**config.mk**
```make
export PLATFORM = sky130hd
export DESIGN_NAME = mcs_top
export DESIGN_NICKNAME = d
export VERILOG_FILES = /design/src/mcs_pkg.sv /design/src/mcs_top.sv
export VERILOG_INCLUDE_DIRS = /design/src
export SDC_FILE = /design/constraint.sdc
export NUM_CORES = 1
export LEC_CHECK = 0
export CELL_PAD_IN_SITES_DETAIL_PLACEMENT = 1
export CELL_PAD_IN_SITES_GLOBAL_PLACEMENT = 1
export CORE_UTILIZATION = 35
export DETAILED_ROUTE_END_ITERATION = 16
export DONT_BUFFER_PORTS = 1
export MAX_ROUTING_LAYER = met4
export PLACE_DENSITY_LB_ADDON = 0.1
export RECOVER_POWER = 25
export SYNTH_ARGS = -nofsm -noshare
export SYNTH_HDL_FRONTEND = slang
export SYNTH_SLANG_ARGS = --single-unit
```
**constraint.sdc**
```tcl
create_clock -name I_SYS_CLK -period 5.55 [get_ports I_SYS_CLK]
set_input_delay 0.555 -clock I_SYS_CLK [delete_from_list [all_inputs] [get_ports I_SYS_CLK]]
set_output_delay 0.555 -clock I_SYS_CLK [all_outputs]
set_load 0.05 [all_outputs]
```
**src/mcs_consts.svh**
```systemverilog
// Constants for the motor command source select block
`ifndef MCS_CONSTS_SVH
`define MCS_CONSTS_SVH

// Timing
`define MCS_CLK_NS 4
`define MCS_TICK_NS 100000
`define MCS_BAUD_DEF 9600
`define MCS_GAP_BITS 39

// Serial settings, source select codes and their defaults
`define MCS_PROTO_MODBUS 1'b0
`define MCS_PROTO_ALT 1'b1
`define MCS_PAR_NONE 2'h0
`define MCS_PAR_EVEN 2'h1
`define MCS_PAR_ODD 2'h2
`define MCS_STOP_ONE 1'b0
`define MCS_STOP_TWO 1'b1
`define MCS_WAIT_DEF 14'h0064
`define MCS_WAIT_MAX 14'h2710
`define MCS_SRC_PIN 1'b0
`define MCS_SRC_REG 1'b1

// Register map
`define MCS_ADDR_CMD 16'h001E
`define MCS_ADDR_FCLR 16'h0040
`define MCS_ADDR_PLOAD 16'h0048
`define MCS_ADDR_TRAV 16'h0402
`define MCS_ADDR_SPD 16'h0502
`define MCS_REG_RST 16'h0000

// Command word fields
`define MCS_BIT_EXC 13
`define MCS_BIT_HOME 11
`define MCS_BIT_RVS 10
`define MCS_BIT_FWD 9
`define MCS_BIT_START 8
`define MCS_BIT_STOP 6
`define MCS_DATA_MSB 5

// Frame handling
`define MCS_FC_READ 8'h03
`define MCS_FC_WR1 8'h06
`define MCS_FC_WRN 8'h10
`define MCS_EXC_FLAG 8'h80
`define MCS_EXC_FUNC 8'h01
`define MCS_EXC_DATA 8'h03
`define MCS_BCAST 8'h00
`define MCS_MAX_REGS 16'h000A
`define MCS_BUF_DEPTH 32
`define MCS_CRC_INIT 16'hFFFF
`define MCS_CRC_POLY 16'hA001

`endif

```
**src/mcs_pkg.sv**
```systemverilog
// Types shared by the motor command source select block
package mcs_pkg;

    typedef enum logic [2:0] {
        ST_RECV,
        ST_CHECK,
        ST_EXEC,
        ST_WAIT,
        ST_SEND
    } mcs_state_e;

    typedef struct packed {
        logic excite;
        logic start;
        logic [5:0] data_no;
        logic home;
        logic forward_run_request;
        logic reverse_run_request;
        logic stop;
        logic fault_clear;
        logic pos_load;
    } mcs_motion_s;

endpackage

```
**src/mcs_top.sv**
```systemverilog
// Modbus RTU slave with command register and source select for start, excitation, data number and home/forward/reverse
`include "mcs_consts.svh"

module mcs_top
    import mcs_pkg::*;
#(
    parameter int unsigned P_BIT_CYCLES =
        1000000000 / (`MCS_BAUD_DEF * `MCS_CLK_NS),
    parameter int unsigned P_TICK_CYCLES = `MCS_TICK_NS / `MCS_CLK_NS
) (
    // Clock, reset, enable
    input wire logic I_SYS_CLK,
    input wire logic I_NRST,
    input wire logic I_CLK_EN,
    // Settings
    input wire logic [7:0] I_SLAVE_ADDR,
    input wire logic I_PROTOCOL,
    input wire logic [1:0] I_PARITY,
    input wire logic I_STOP_BITS,
    input wire logic [13:0] I_WAIT_TIME,
    input wire logic I_START_SRC,
    input wire logic I_EXC_SRC,
    input wire logic I_DATA_SRC,
    input wire logic I_HFR_SRC,
    input wire logic I_PIN_STOP_EN,
    // Control pins
    input wire logic I_START_PIN,
    input wire logic I_WINDING_RELEASE_PIN,
    input wire logic I_STOP_PIN,
    input wire logic [5:0] I_OP_DATA_SELECT_LINES,
    input wire logic I_HOME_PIN,
    input wire logic I_FORWARD_RUN_REQUEST,
    input wire logic I_REVERSE_RUN_REQUEST,
    input wire logic I_FAULT_CLEAR_PIN,
    input wire logic I_POSITION_LOAD_PIN,
    // RS-485 line
    input wire logic I_RXD,
    output logic O_TXD,
    output logic O_TX_OE,
    // Motion commands
    output logic O_EXCITE,
    output logic O_START,
    output logic [5:0] O_DATA_NO,
    output logic O_HOME,
    output logic O_FWD,
    output logic O_RVS,
    output logic O_STOP,
    output logic O_FAULT_CLEAR,
    output logic O_POSITION_LOAD,
    output logic [31:0] O_TRAVEL_AMOUNT,
    output logic [31:0] O_RUN_SPEED
);

    localparam logic [23:0] BIT_M1 = 24'(P_BIT_CYCLES - 1);
    localparam logic [23:0] BIT_HALF = 24'(P_BIT_CYCLES / 2);
    localparam logic [23:0] GAP_LIM = 24'(P_BIT_CYCLES * `MCS_GAP_BITS);
    localparam logic [23:0] TICK_M1 = 24'(P_TICK_CYCLES - 1);
    localparam logic [5:0] DEPTH = 6'(`MCS_BUF_DEPTH);

    function automatic logic [15:0] crc_byte(input logic [15:0] c,
                                             input logic [7:0] b);
        logic [15:0] r;
        r = c ^ {8'h00, b};
        for (int i = 0; i < 8; i++) begin
            r = r[0] ? ((r >> 1) ^ `MCS_CRC_POLY) : (r >> 1);
        end
        return r;
    endfunction

    function automatic logic par_bit(input logic [7:0] b,
                                     input logic [1:0] m);
        return (m == `MCS_PAR_ODD) ? ~(^b) : (^b);
    endfunction

    // Link state
    mcs_state_e st_q, st_d;
    logic rx_prev_q, rx_busy_q, rx_busy_d;
    logic [23:0] rx_cyc_q, rx_cyc_d, gap_q, gap_d;
    logic [3:0] rx_bit_q, rx_bit_d;
    logic [7:0] rx_sh_q, rx_sh_d;
    logic [5:0] nb_q, nb_d;
    logic [15:0] crc_q, crc_d;
    logic bad_q, bad_d, noreply_q, noreply_d;
    logic [7:0] fc_q, fc_d, exc_q, exc_d;
    logic [15:0] base_q, base_d;
    logic [4:0] cnt_q, cnt_d, idx_q, idx_d, len_q, len_d;
    logic [23:0] tick_q, tick_d;
    logic [13:0] wt_q, wt_d;
    logic [11:0] tx_sh_q, tx_sh_d;
    logic [3:0] tx_bit_q, tx_bit_d;
    logic [23:0] tx_cyc_q, tx_cyc_d;
    logic [5:0] tx_i_q, tx_i_d;
    logic [15:0] tx_crc_q, tx_crc_d;
    logic txd_q, txd_d, oe_q, oe_d;
    logic [7:0] fb_q [0:`MCS_BUF_DEPTH-1];
    logic buf_we;
    logic [4:0] buf_wa, dix, lim;
    logic [7:0] buf_wd, tx_byte;
    logic par_en;
    logic [3:0] nbits;
    logic [13:0] wait_lim;
    logic [15:0] nregs;
    // Register access between link and register file
    logic wr_en;
    logic [15:0] wr_addr, wr_data, rd_addr, rd_data;

    assign par_en = (I_PARITY != `MCS_PAR_NONE);
    assign nbits = 4'd10 + {3'h0, par_en} + {3'h0, I_STOP_BITS};
    assign wait_lim = (I_WAIT_TIME > `MCS_WAIT_MAX) ? `MCS_WAIT_MAX
                                                    : I_WAIT_TIME;
    assign nregs = {fb_q[4], fb_q[5]};
    assign dix = ((fc_q == `MCS_FC_WR1) ? 5'h04 : 5'h07)
                 + {idx_q[3:0], 1'b0};
    assign lim = (fc_q == `MCS_FC_READ) ? {cnt_q[3:0], 1'b0} : cnt_q;

    always_comb begin
        tx_byte = fb_q[tx_i_q[4:0]];
        if (tx_i_q == {1'b0, len_q}) begin
            tx_byte = tx_crc_q[7:0];
        end else if (tx_i_q == {1'b0, len_q} + 6'h01) begin
            tx_byte = tx_crc_q[15:8];
        end else if (exc_q != 8'h00 && tx_i_q == 6'h01) begin
            tx_byte = fc_q | `MCS_EXC_FLAG;
        end else if (exc_q != 8'h00 && tx_i_q == 6'h02) begin
            tx_byte = exc_q;
        end else if (fc_q == `MCS_FC_READ && tx_i_q == 6'h02) begin
            tx_byte = {3'h0, cnt_q[3:0], 1'b0};
        end
    end

    always_comb begin
        st_d = st_q;
        rx_busy_d = rx_busy_q;
        rx_cyc_d = rx_cyc_q;
        gap_d = gap_q;
        rx_bit_d = rx_bit_q;
        rx_sh_d = rx_sh_q;
        nb_d = nb_q;
        crc_d = crc_q;
        bad_d = bad_q;
        noreply_d = noreply_q;
        fc_d = fc_q;
        exc_d = exc_q;
        base_d = base_q;
        cnt_d = cnt_q;
        idx_d = idx_q;
        len_d = len_q;
        tick_d = tick_q;
        wt_d = wt_q;
        tx_sh_d = tx_sh_q;
        tx_bit_d = tx_bit_q;
        tx_cyc_d = tx_cyc_q;
        tx_i_d = tx_i_q;
        tx_crc_d = tx_crc_q;
        txd_d = txd_q;
        oe_d = oe_q;
        buf_we = 1'b0;
        buf_wa = nb_q[4:0];
        buf_wd = rx_sh_q;
        wr_en = 1'b0;
        wr_addr = base_q + {11'h000, idx_q};
        wr_data = {fb_q[dix], fb_q[dix + 5'h01]};
        rd_addr = base_q + {12'h000, idx_q[4:1]};
        case (st_q)
            ST_RECV: begin
                if (!rx_busy_q) begin
                    if (gap_q != GAP_LIM) begin
                        gap_d = gap_q + 24'h00_0001;
                    end
                    if (rx_prev_q && !I_RXD) begin
                        rx_busy_d = 1'b1;
                        rx_cyc_d = BIT_HALF;
                        rx_bit_d = 4'h0;
                        gap_d = 24'h00_0000;
                    end else if (gap_q == GAP_LIM && nb_q != 6'h00) begin
                        st_d = ST_CHECK;
                    end
                end else begin
                    gap_d = 24'h00_0000;
                    if (rx_cyc_q != 24'h00_0000) begin
                        rx_cyc_d = rx_cyc_q - 24'h00_0001;
                    end else begin
                        rx_cyc_d = BIT_M1;
                        rx_bit_d = rx_bit_q + 4'h1;
                        if (rx_bit_q == 4'h0) begin
                            // A glitch that is gone by mid start bit
                            rx_busy_d = !I_RXD;
                        end else if (rx_bit_q <= 4'h8) begin
                            rx_sh_d = {I_RXD, rx_sh_q[7:1]};
                        end else if (rx_bit_q == 4'h9 && par_en) begin
                            if (I_RXD != par_bit(rx_sh_q, I_PARITY)) begin
                                bad_d = 1'b1;
                            end
                        end else begin
                            rx_busy_d = 1'b0;
                            if (!I_RXD || nb_q == DEPTH) begin
                                bad_d = 1'b1;
                            end else begin
                                buf_we = 1'b1;
                                nb_d = nb_q + 6'h01;
                                crc_d = crc_byte(crc_q, rx_sh_q);
                            end
                        end
                    end
                end
            end
            ST_CHECK: begin
                st_d = ST_EXEC;
                nb_d = 6'h00;
                crc_d = `MCS_CRC_INIT;
                bad_d = 1'b0;
                idx_d = 5'h00;
                exc_d = 8'h00;
                fc_d = fb_q[1];
                base_d = {fb_q[2], fb_q[3]};
                noreply_d = (fb_q[0] == `MCS_BCAST);
                len_d = 5'h06;
                cnt_d = nregs[4:0];
                if (bad_q || crc_q != 16'h0000 || nb_q < 6'h04
                    || I_PROTOCOL != `MCS_PROTO_MODBUS
                    || (fb_q[0] != I_SLAVE_ADDR
                        && fb_q[0] != `MCS_BCAST)) begin
                    st_d = ST_RECV;
                end else if (fb_q[1] == `MCS_FC_WR1) begin
                    cnt_d = 5'h01;
                    if (nb_q != 6'h08) begin
                        exc_d = `MCS_EXC_DATA;
                    end
                end else if (fb_q[1] == `MCS_FC_WRN) begin
                    if (nregs == 16'h0000 || nregs > `MCS_MAX_REGS
                        || fb_q[6] != {nregs[6:0], 1'b0}
                        || nb_q != 6'h09 + {nregs[4:0], 1'b0}) begin
                        exc_d = `MCS_EXC_DATA;
                    end
                end else if (fb_q[1] == `MCS_FC_READ) begin
                    len_d = 5'h03 + {nregs[3:0], 1'b0};
                    if (nregs == 16'h0000 || nregs > `MCS_MAX_REGS
                        || nb_q != 6'h08) begin
                        exc_d = `MCS_EXC_DATA;
                    end
                end else begin
                    exc_d = `MCS_EXC_FUNC;
                end
            end
            ST_EXEC: begin
                if (exc_q != 8'h00 || idx_q == lim) begin
                    st_d = noreply_q ? ST_RECV : ST_WAIT;
                    len_d = (exc_q != 8'h00) ? 5'h03 : len_q;
                    tick_d = 24'h00_0000;
                    wt_d = 14'h0000;
                end else begin
                    idx_d = idx_q + 5'h01;
                    if (fc_q == `MCS_FC_READ) begin
                        buf_we = 1'b1;
                        buf_wa = 5'h03 + idx_q;
                        buf_wd = idx_q[0] ? rd_data[7:0] : rd_data[15:8];
                    end else begin
                        wr_en = 1'b1;
                    end
                end
            end
            ST_WAIT: begin
                if (wt_q >= wait_lim) begin
                    st_d = ST_SEND;
                    tx_i_d = 6'h00;
                    tx_bit_d = 4'h0;
                    tx_cyc_d = 24'h00_0000;
                    tx_crc_d = `MCS_CRC_INIT;
                end else if (tick_q == TICK_M1) begin
                    tick_d = 24'h00_0000;
                    wt_d = wt_q + 14'h0001;
                end else begin
                    tick_d = tick_q + 24'h00_0001;
                end
            end
            ST_SEND: begin
                if (tx_cyc_q != 24'h00_0000) begin
                    tx_cyc_d = tx_cyc_q - 24'h00_0001;
                end else if (tx_bit_q != 4'h0) begin
                    txd_d = tx_sh_q[0];
                    tx_sh_d = {1'b1, tx_sh_q[11:1]};
                    tx_bit_d = tx_bit_q - 4'h1;
                    tx_cyc_d = BIT_M1;
                end else if (tx_i_q == {1'b0, len_q} + 6'h02) begin
                    st_d = ST_RECV;
                    oe_d = 1'b0;
                    txd_d = 1'b1;
                end else begin
                    oe_d = 1'b1;
                    tx_sh_d = {2'b11, par_en ? par_bit(tx_byte, I_PARITY)
                                             : 1'b1, tx_byte, 1'b0};
                    tx_bit_d = nbits;
                    tx_i_d = tx_i_q + 6'h01;
                    if (tx_i_q < {1'b0, len_q}) begin
                        tx_crc_d = crc_byte(tx_crc_q, tx_byte);
                    end
                end
            end
            default: st_d = ST_RECV;
        endcase
    end

    always_ff @(posedge I_SYS_CLK or negedge I_NRST) begin
        if (!I_NRST) begin
            st_q <= ST_RECV;
            rx_prev_q <= 1'b1;
            rx_busy_q <= 1'b0;
            rx_cyc_q <= 24'h00_0000;
            gap_q <= 24'h00_0000;
            rx_bit_q <= 4'h0;
            rx_sh_q <= 8'h00;
            nb_q <= 6'h00;
            crc_q <= `MCS_CRC_INIT;
            bad_q <= 1'b0;
            noreply_q <= 1'b0;
            fc_q <= 8'h00;
            exc_q <= 8'h00;
            base_q <= 16'h0000;
            cnt_q <= 5'h00;
            idx_q <= 5'h00;
            len_q <= 5'h00;
            tick_q <= 24'h00_0000;
            wt_q <= 14'h0000;
            tx_sh_q <= 12'hFFF;
            tx_bit_q <= 4'h0;
            tx_cyc_q <= 24'h00_0000;
            tx_i_q <= 6'h00;
            tx_crc_q <= `MCS_CRC_INIT;
            txd_q <= 1'b1;
            oe_q <= 1'b0;
        end else if (I_CLK_EN) begin
            st_q <= st_d;
            rx_prev_q <= I_RXD;
            rx_busy_q <= rx_busy_d;
            rx_cyc_q <= rx_cyc_d;
            gap_q <= gap_d;
            rx_bit_q <= rx_bit_d;
            rx_sh_q <= rx_sh_d;
            nb_q <= nb_d;
            crc_q <= crc_d;
            bad_q <= bad_d;
            noreply_q <= noreply_d;
            fc_q <= fc_d;
            exc_q <= exc_d;
            base_q <= base_d;
            cnt_q <= cnt_d;
            idx_q <= idx_d;
            len_q <= len_d;
            tick_q <= tick_d;
            wt_q <= wt_d;
            tx_sh_q <= tx_sh_d;
            tx_bit_q <= tx_bit_d;
            tx_cyc_q <= tx_cyc_d;
            tx_i_q <= tx_i_d;
            tx_crc_q <= tx_crc_d;
            txd_q <= txd_d;
            oe_q <= oe_d;
        end
    end

    // Frame buffer has no reset: only bytes written this frame are read
    always_ff @(posedge I_SYS_CLK) begin
        if (I_CLK_EN && buf_we) begin
            fb_q[buf_wa] <= buf_wd;
        end
    end

    // Register file and source selection
    logic [15:0] cmd_q, cmd_d, fclr_q, fclr_d, pload_q, pload_d;
    logic [31:0] trav_q, trav_d, spd_q, spd_d;
    mcs_motion_s mot_q, mot_d;
    logic start_lvl, fclr_lvl, pload_lvl;
    logic start_prev_q, fclr_prev_q, pload_prev_q;

    always_comb begin
        cmd_d = cmd_q;
        fclr_d = fclr_q;
        pload_d = pload_q;
        trav_d = trav_q;
        spd_d = spd_q;
        if (wr_en) begin
            if (wr_addr == `MCS_ADDR_CMD) begin
                cmd_d = wr_data;
            end else if (wr_addr == `MCS_ADDR_FCLR) begin
                fclr_d = wr_data;
            end else if (wr_addr == `MCS_ADDR_PLOAD) begin
                pload_d = wr_data;
            end else if (wr_addr == `MCS_ADDR_TRAV) begin
                trav_d[31:16] = wr_data;
            end else if (wr_addr == `MCS_ADDR_TRAV + 16'h0001) begin
                trav_d[15:0] = wr_data;
            end else if (wr_addr == `MCS_ADDR_SPD) begin
                spd_d[31:16] = wr_data;
            end else if (wr_addr == `MCS_ADDR_SPD + 16'h0001) begin
                spd_d[15:0] = wr_data;
            end
        end
        rd_data = 16'h0000;
        if (rd_addr == `MCS_ADDR_CMD) begin
            rd_data = cmd_q;
        end else if (rd_addr == `MCS_ADDR_FCLR) begin
            rd_data = fclr_q;
        end else if (rd_addr == `MCS_ADDR_PLOAD) begin
            rd_data = pload_q;
        end else if (rd_addr == `MCS_ADDR_TRAV) begin
            rd_data = trav_q[31:16];
        end else if (rd_addr == `MCS_ADDR_TRAV + 16'h0001) begin
            rd_data = trav_q[15:0];
        end else if (rd_addr == `MCS_ADDR_SPD) begin
            rd_data = spd_q[31:16];
        end else if (rd_addr == `MCS_ADDR_SPD + 16'h0001) begin
            rd_data = spd_q[15:0];
        end
        // Each selector below is its own input, except I_HFR_SRC, which home, forward and reverse share
        start_lvl = I_START_SRC ? cmd_q[`MCS_BIT_START]
                                : I_START_PIN;
        fclr_lvl = I_FAULT_CLEAR_PIN | fclr_q[0];
        pload_lvl = I_POSITION_LOAD_PIN | pload_q[0];
        mot_d.start = start_lvl && !start_prev_q;
        mot_d.excite = I_EXC_SRC ? cmd_q[`MCS_BIT_EXC]
                                 : !I_WINDING_RELEASE_PIN;
        mot_d.data_no = I_DATA_SRC ? cmd_q[`MCS_DATA_MSB:0]
                                   : I_OP_DATA_SELECT_LINES;
        mot_d.home = I_HFR_SRC ? cmd_q[`MCS_BIT_HOME] : I_HOME_PIN;
        mot_d.forward_run_request = I_HFR_SRC ? cmd_q[`MCS_BIT_FWD]
                              : I_FORWARD_RUN_REQUEST;
        mot_d.reverse_run_request = I_HFR_SRC ? cmd_q[`MCS_BIT_RVS]
                              : I_REVERSE_RUN_REQUEST;
        mot_d.stop = cmd_q[`MCS_BIT_STOP]
                     | (I_PIN_STOP_EN & I_STOP_PIN);
        mot_d.fault_clear = fclr_lvl && !fclr_prev_q;
        mot_d.pos_load = pload_lvl && !pload_prev_q;
    end

    always_ff @(posedge I_SYS_CLK or negedge I_NRST) begin
        if (!I_NRST) begin
            cmd_q <= `MCS_REG_RST;
            fclr_q <= `MCS_REG_RST;
            pload_q <= `MCS_REG_RST;
            trav_q <= {`MCS_REG_RST, `MCS_REG_RST};
            spd_q <= {`MCS_REG_RST, `MCS_REG_RST};
            mot_q <= '0;
            start_prev_q <= 1'b0;
            fclr_prev_q <= 1'b0;
            pload_prev_q <= 1'b0;
        end else if (I_CLK_EN) begin
            cmd_q <= cmd_d;
            fclr_q <= fclr_d;
            pload_q <= pload_d;
            trav_q <= trav_d;
            spd_q <= spd_d;
            mot_q <= mot_d;
            start_prev_q <= start_lvl;
            fclr_prev_q <= fclr_lvl;
            pload_prev_q <= pload_lvl;
        end
    end

    assign O_TXD = txd_q;
    assign O_TX_OE = oe_q;
    assign O_EXCITE = mot_q.excite;
    assign O_START = mot_q.start;
    assign O_DATA_NO = mot_q.data_no;
    assign O_HOME = mot_q.home;
    assign O_FWD = mot_q.forward_run_request;
    assign O_RVS = mot_q.reverse_run_request;
    assign O_STOP = mot_q.stop;
    assign O_FAULT_CLEAR = mot_q.fault_clear;
    assign O_POSITION_LOAD = mot_q.pos_load;
    assign O_TRAVEL_AMOUNT = trav_q;
    assign O_RUN_SPEED = spd_q;

endmodule

```
## Yosys cells after proc, flatten, opt, wreduce, memory -nomap -nowiden

Memory sizes are Yosys's and may differ from the RTL's. A register that Yosys moved wholly into a read port is not among the register bits.
Index checks and enable logic that the tools add are counted.
Widths: inputs -> output; s select.

| cells by class | value |
|---|---|
| equality and inequality tests | 66 |
| reduce and logical (&&, ||, !) cells | 76 |
| add/sub/neg operators | 21 |
| muxes and demuxes | 160 |
| magnitude comparators | 6 |
| bitwise operators | 34 |

Operators with widths:

| kind | number |
|---|---|
| $mux 16 | 34 |
| $mux 24 | 12 |
| $eq 16x11->1 const B | 8 |
| $mux 8 | 13 |
| $pmux 24 s2 | 2 |
| $mux 6 | 11 |
| $mux 5 | 13 |
| $eq 16x7->1 const B | 4 |
| $pmux 16 s2 | 2 |
| $mux 14 | 4 |
| $add 24x1->24 const B | 2 |
| $not 2->3 | 16 |
| $reduce_bool 24->1 | 2 |
| $sub 24x1->24 const B | 2 |
| $ne 2x2->1 const B | 22 |
| $mux 1 | 37 |
| $eq 16x5->1 const B | 2 |
| $reduce_and 4->1 | 8 |
| $xor 16x8->16 | 2 |
| $mux 4 | 7 |
| $pmux 14 s2 | 1 |
| $eq 24x15->1 const B | 1 |
| $eq 24x20->1 const B | 1 |
| $mux 12 | 2 |
| 71 further kinds | 155 |

| word-level totals | value |
|---|---|
| register bits after elaboration | 351 |
| memories | 1 |
| RAM bits | 256 |

Memories:

| name | words | width | read ports | clocked after Yosys merged registers in | wr ports | RTL line | text |
|---|---|---|---|---|---|---|---|
| fb_q | 32 | 8 | 10 | 2 | 1 | mcs_top.sv:95 | `` logic [7:0] fb_q [0:`MCS_BUF_DEPTH-1]; `` |

## Logic depth before layout (Yosys ltp)

| logic depth | value |
|---|---|
| depth after elaboration | 29 |
| gate-level depth with buffers | 21 |
| gate-level depth less buffers | 18 |

## Least setup slack after synthesis

Ideal clock, no wire load.

| timing | value |
|---|---|
| path type | register -> register |
| from | register idx_q[2] |
| to | memory fb_q[0][1], data pin |
| required time | 5.096 ns |
| library setup time | 0.454 ns |
| cell stages (with the launch flop) | 17 |
| path slack | -0.097 ns |
| clock period less this slack | 5.647 ns |
| arrival time | 5.193 ns |
| buffers on the path | 2 |
| path through | dfrtp_1 > clkbuf_1 > inv_1 > fa_1 > nor2b_1 > o21ai_1 > a2111oi_2 > nand4_1 > a2111oi_0 > o21ai_1 > or3_1 > nor3_1 > buf_2 > a222oi_1 > inv_1 > mux2i_1 > o21ai_0 |

| between the ends | value |
|---|---|
| cells in the longest elaborated chain, start to end | 13 |
| elaborated cells on any way between the ends | 21 |
| those cells by class | 1 x add/sub; 8 x eq/ne; 11 x mux; 1 x reduce/logical |

Ends and longest elaborated chain:

| item | RTL line | text |
|---|---|---|
| start, declared | mcs_top.sv:86 | `logic [4:0] cnt_q, cnt_d, idx_q, idx_d, len_q, len_d;` |
| start signal, assigned | mcs_top.sv:347 | `idx_q <= idx_d;` |
| $add 16x4->16 | mcs_top.sv:163 | `rd_addr = base_q + {12'h000, idx_q[4:1]};` |
| $eq 16x11->1 | mcs_top.sv:411 | `` end else if (rd_addr == `MCS_ADDR_SPD + 16'h0001) begin `` |
| $mux 16 | mcs_top.sv:411 |  |
| $mux 16 | mcs_top.sv:409 | `` end else if (rd_addr == `MCS_ADDR_SPD) begin `` |
| $mux 16 | mcs_top.sv:407 | `` end else if (rd_addr == `MCS_ADDR_TRAV + 16'h0001) begin `` |
| $mux 16 | mcs_top.sv:405 | `` end else if (rd_addr == `MCS_ADDR_TRAV) begin `` |
| $mux 16 | mcs_top.sv:403 | `` end else if (rd_addr == `MCS_ADDR_PLOAD) begin `` |
| $mux 16 | mcs_top.sv:401 | `` end else if (rd_addr == `MCS_ADDR_FCLR) begin `` |
| $mux 16 | mcs_top.sv:399 | `` if (rd_addr == `MCS_ADDR_CMD) begin `` |
| $mux 8 | mcs_top.sv:256 | `buf_wd = idx_q[0] ? rd_data[7:0] : rd_data[15:8];` |
| $mux 8 | mcs_top.sv:253 | `` if (fc_q == `MCS_FC_READ) begin `` |
| $mux 8 (*) | mcs_top.sv:246 | `if (exc_q != 8'h00 \|\| idx_q == lim) begin` |
| $mux 8 (*) | mcs_top.sv:164 | `case (st_q)` |
| net buf_wd[1] | mcs_top.sv:98 | `logic [7:0] buf_wd, tx_byte;` |
| end, declared | mcs_top.sv:95 |  |

The timed path passes the listed nets; every way through them passes the cells marked *.

## Worst setup path after layout

| timing | value |
|---|---|
| from | register base_q[0] (read register of fb_q) |
| to | memory fb_q[20][5], data pin |

| between the ends | value |
|---|---|
| cells in the longest elaborated chain, start to end | 13 |
| elaborated cells on any way between the ends | 19 |
| those cells by class | 1 x add/sub; 7 x eq/ne; 11 x mux |

Ends and longest elaborated chain:

| item | RTL line | text |
|---|---|---|
| start, declared | mcs_top.sv:85 | `logic [15:0] base_q, base_d;` |
| $add 16x4->16 (*) | mcs_top.sv:163 |  |
| $eq 16x11->1 | mcs_top.sv:411 |  |
| $mux 16 | mcs_top.sv:411 |  |
| $mux 16 | mcs_top.sv:409 |  |
| $mux 16 | mcs_top.sv:407 |  |
| $mux 16 | mcs_top.sv:405 |  |
| $mux 16 | mcs_top.sv:403 |  |
| $mux 16 | mcs_top.sv:401 |  |
| $mux 16 (*) | mcs_top.sv:399 |  |
| $mux 8 (*) | mcs_top.sv:256 |  |
| $mux 8 (*) | mcs_top.sv:253 |  |
| $mux 8 (*) | mcs_top.sv:246 |  |
| $mux 8 (*) | mcs_top.sv:164 |  |
| net buf_wd[5] | mcs_top.sv:98 |  |

Marked as above.

==> summary.md <==
| Metric | Value |
|---|---|
| Status | `complete, but fails checks` |
| Failing checks | `hold timing` |
| Synth warn | `0` |
| Top area cells in the synthesized netlist | `dfrtp_1, edfxtp_1, mux4_2` |
| First-pass GRT wire length | `177000 um` |
| Period utilization | `92.4%` |
| RSZ-0062 raised after global routing | `false` |
| WP buf/inv | `4` |
| Reg area | `16700 um^2` |
| Final WS setup | `0.421 ns` |
| Switch share | `22.8%` |
| Die width | `318 um` |
| Residual DRC | `0` |
| Sequential Power Share | `46.2%` |
| Max incr delay on CP | `0.50 ns` |
| Critical path launch point type | `flip-flop` |
| Multi-input combinational cell area | `17200 um^2` |
| Initial Utilization | `35.4%` |
| Number of max-slew violations in the final report | `0` |
| Clock Power Share | `51.6%` |
| Slowest cell on the critical path | `a2111oi_2` |
| DR vias/cell | `5.86` |
| Vias in the first global route | `27.1k` |
| Share of cells above drive strength 1 | `20.3%` |
| CP max FO | `32` |
| Setup WS pre-CTS | `0.232 ns` |
| Max Clk Rate | `0.195 GHz` |
| Slew headroom | `23.8%` |
| Slew @ Worst Pin | `1.13 ns` |
| Yosys reg bits | `615` |
| Total internal power | `8.05 mW` |
| Area delta synth->final | `13.3%` |
| Routability congestion estimate | `0.943` |
| Die height | `318 um` |
| Most frequent cells in the layout | `nand2_1, dfrtp_1, nor2_1, edfxtp_1, mux4_2` |
| Setup tns final | `0 ns` |
| # port buffers | `0` |
| Initial drt markers | `1927` |
| Antenna cells | `0` |
| HPWL Detailed | `81800 um` |
| Yosys top cell area share | `22.6%` |
| Post-synth EDFFs | `256` |
| Via count | `25.8k` |
| Total Routing Usage GR | `23.6%` |
| Hold WS | `-0.424 ns` |
| Cell taking the most area after synthesis | `dfrtp_1` |
| Setup Crit Path Kind | `flip-flop to flip-flop` |
| Largest net degree at the start of global routing | `360` |
| CTS H-tree depth | `3` |
| Area of the die | `101000 um^2` |
| Core Region | `98600 um^2` |
| Peak VDD IR | `183 uV` |
| Synth Cell Area | `34900 um^2` |
| CTS tree | `done` |
| HP Class | `input pin to asynchronous set/reset pin` |
| Crit path cell chain | `ha_1 -> inv_1 -> fa_1 -> nor2b_1 -> o21ai_1 -> a2111oi_2 -> nand4_1 -> a2111oi_0 -> o21ai_1 -> or3_1 -> nor3b_2 -> buf_4 -> buf_4 -> a222oi_1 -> and3_1 -> o21ai_0 -> o21a_1 -> buf_4` |
| LEAKAGE | `14.8 nW` |
| Post-synthesis sequential area ratio | `48.0%` |
| Setup Viol. Count Final | `0` |
| Worst path top cell family by delay | `compound AO/OA/AOI/OAI gates` |
| Sink Count | `615` |
| WL final | `115000 um` |
| Placement Rows | `115` |
| Fillers | `10.5k` |
| Worst-path clk slew | `0.06 ns` |
| Cts hold-fix bufs | `2` |
| Predominant post-synthesis flop cell | `dfrtp_1` |
| Max Buffers Root-to-Sink | `3` |
| Post-CTS setup buffer count | `0` |
| Post-route insts no fill | `4404` |
| Worst EP arrival | `5.55 ns` |
| TritonRoute pass-1 iters | `5` |
| Final Skew | `0.0390 ns` |
| CP endpoint kind | `flip-flop` |
| DRT antenna net count | `0` |
| Placed cells | `4260` |
| Fraction of registers with async set/reset | `58.4%` |
| Final net count | `3163` |
| P per Cell Area | `264 nW/um^2` |
| Drt wl/cell | `26.2 um` |
| Final Hold Viols | `315` |
| Avg Cell Area, Syn | `11.5 um^2` |
| Final min period | `5.13 ns` |
| I/O pin total | `129` |
| Most common cell after layout, fill and taps aside | `nand2_1` |
| Most common cell on crit path | `buf_4` |
| Synth unique cells | `90` |
| Total grt overflow | `0` |
| Mapped Cells | `3030` |
| Max Cap Viol | `0` |
| Comb pwr share | `2.2%` |
| Switching power total | `2.38 mW` |
| Synthesized net count | `3139` |
| CP required | `5.97 ns` |
| Skew-Pair Late Insertion Delay | `0.67 ns` |
| Root Buffer | `clkbuf_16` |
| Initial antenna violation count | `1` |
| Num CTS Buffers | `77` |
[Yosys cell counts (31+ instances only)]
cell type and instances:
nor4_1 37, mux2_2 85, nand4_1 33, inv_1 57
nand2_1 351, xor2_1 64, clkbuf_1 117, or3_1 35
nor2_1 283, dfrtp_1 315, mux2i_1 46, edfxtp_1 256
nor3_1 53, xnor2_1 93, o22a_1 31, a21oi_1 159
dfstp_2 44, ha_1 58, mux4_2 207, nand3_1 104
nand2b_1 31, o21ai_0 160, and3_1 33
[per-stage QoR]
| stage | power (mW) | util (%) | area (um^2) |
|---|---|---|---|
| 4_1_cts | 10.6 | 40.1 | 39500 |
| 3_3_place_gp | 5.12 | 37.3 | 36700 |
| 5_1_grt | 10.8 | 40.1 | 39500 |
| 3_5_place_dp | 5.13 | 37.3 | 36700 |
| 6_report | 10.4 | 40.1 | 39500 |
| 2_1_floorplan | 5.05 | - | 34900 |
[power by group through the flow]
stage / registers [mW] / logic [mW] / clock network (mW)
floorplan: 4.89 / 0.161 / 0
global placement: 4.90 / 0.217 / 0
detailed placement: 4.91 / 0.225 / 0
CTS: 4.82 / 0.230 / 5.52
global route: 4.82 / 0.254 / 5.68
finish: 4.82 / 0.229 / 5.38
[cell type report]
type / instances / share of cell area [%]
multi-input cells: 2182 / 43.7
flip-flops and latches: 615 / 42.4
clock buffers: 95 / 5.18
well taps: 1287 / 4.08
repair buffers: 120 / 2.45
clock inverters: 47 / 1.69
inverters: 58 / 0.551
[cells by family (layout without fill, tap and decap cells)]
group                      count (synthesis)  count (layout)  share of synthesized area (%)
and+or+nand+nor                         1072            1072                           14.6
DFF                                      615             615                           48.0
buffers and inverters                    233             320                           2.93
xor gates and xnor gates                 160             160                           4.14
muxes                                    352             352                           18.5
AOI/OAI and AO/OA                        538             538                           9.71
adders and majority gates                 60              60                           2.20
[worst reg2reg max path, cell delays in order (launching register included)]
cell       delay (ns)
dfrtp_1          0.39
ha_1             0.19
inv_1            0.06
fa_1             0.38
nor2b_1          0.21
o21ai_1          0.14
a2111oi_2        0.50
nand4_1          0.14
a2111oi_0        0.38
o21ai_1          0.17
or3_1            0.45
nor3b_2          0.33
buf_4            0.21
buf_4            0.16
a222oi_1         0.07
and3_1           0.23
o21ai_0          0.30
o21a_1           0.22
buf_4            0.34
[state kept, by name (all words and copies together) (netlist names), 16 cells and up]
name and flops:
O_RUN_SPEED 32, O_TRAVEL_AMOUNT 32, base_q 16, cmd_q 16, crc_q 16, fb_q 256
fclr_q 16, gap_q 24, pload_q 16, rx_cyc_q 24, tick_q 24, tx_crc_q 16
tx_cyc_q 24
[path summary, 6_finish.rpt]
check | from | to | slack (ns) | cells after the start
setup / recovery | base_q[0] | fb_q[20][5] | 0.42 | 18
hold / removal | I_NRST | O_TRAVEL_AMOUNT[6] | -0.42 | 0
setup reg to reg | base_q[0] | fb_q[20][5] | 0.42 | 18
hold reg to reg | tx_sh_q[1] | tx_sh_q[1] | 0.48 | 2
max in group asynchronous | I_NRST | tx_i_q[0] | 5.08 | 0
min in group I_SYS_CLK | I_CLK_EN | O_EXCITE | 0.04 | 1
[metal layers]
metal  routed length [um]  global-route usage [%]  vias up
met3                 5430                    2.76      128
met4                 2410                    6.09        0
li1                     -                       -    11500
met2                55800                    37.9      661
met5                    0                       -        -
met1                51700                    31.7    13600
[repair_timing]
item	in CTS	in global routing
setup endpoints to repair	0	64
endpoints found under the hold margin	373	326
gates resized for setup	0	2
(Power assumes the default switching activity.)
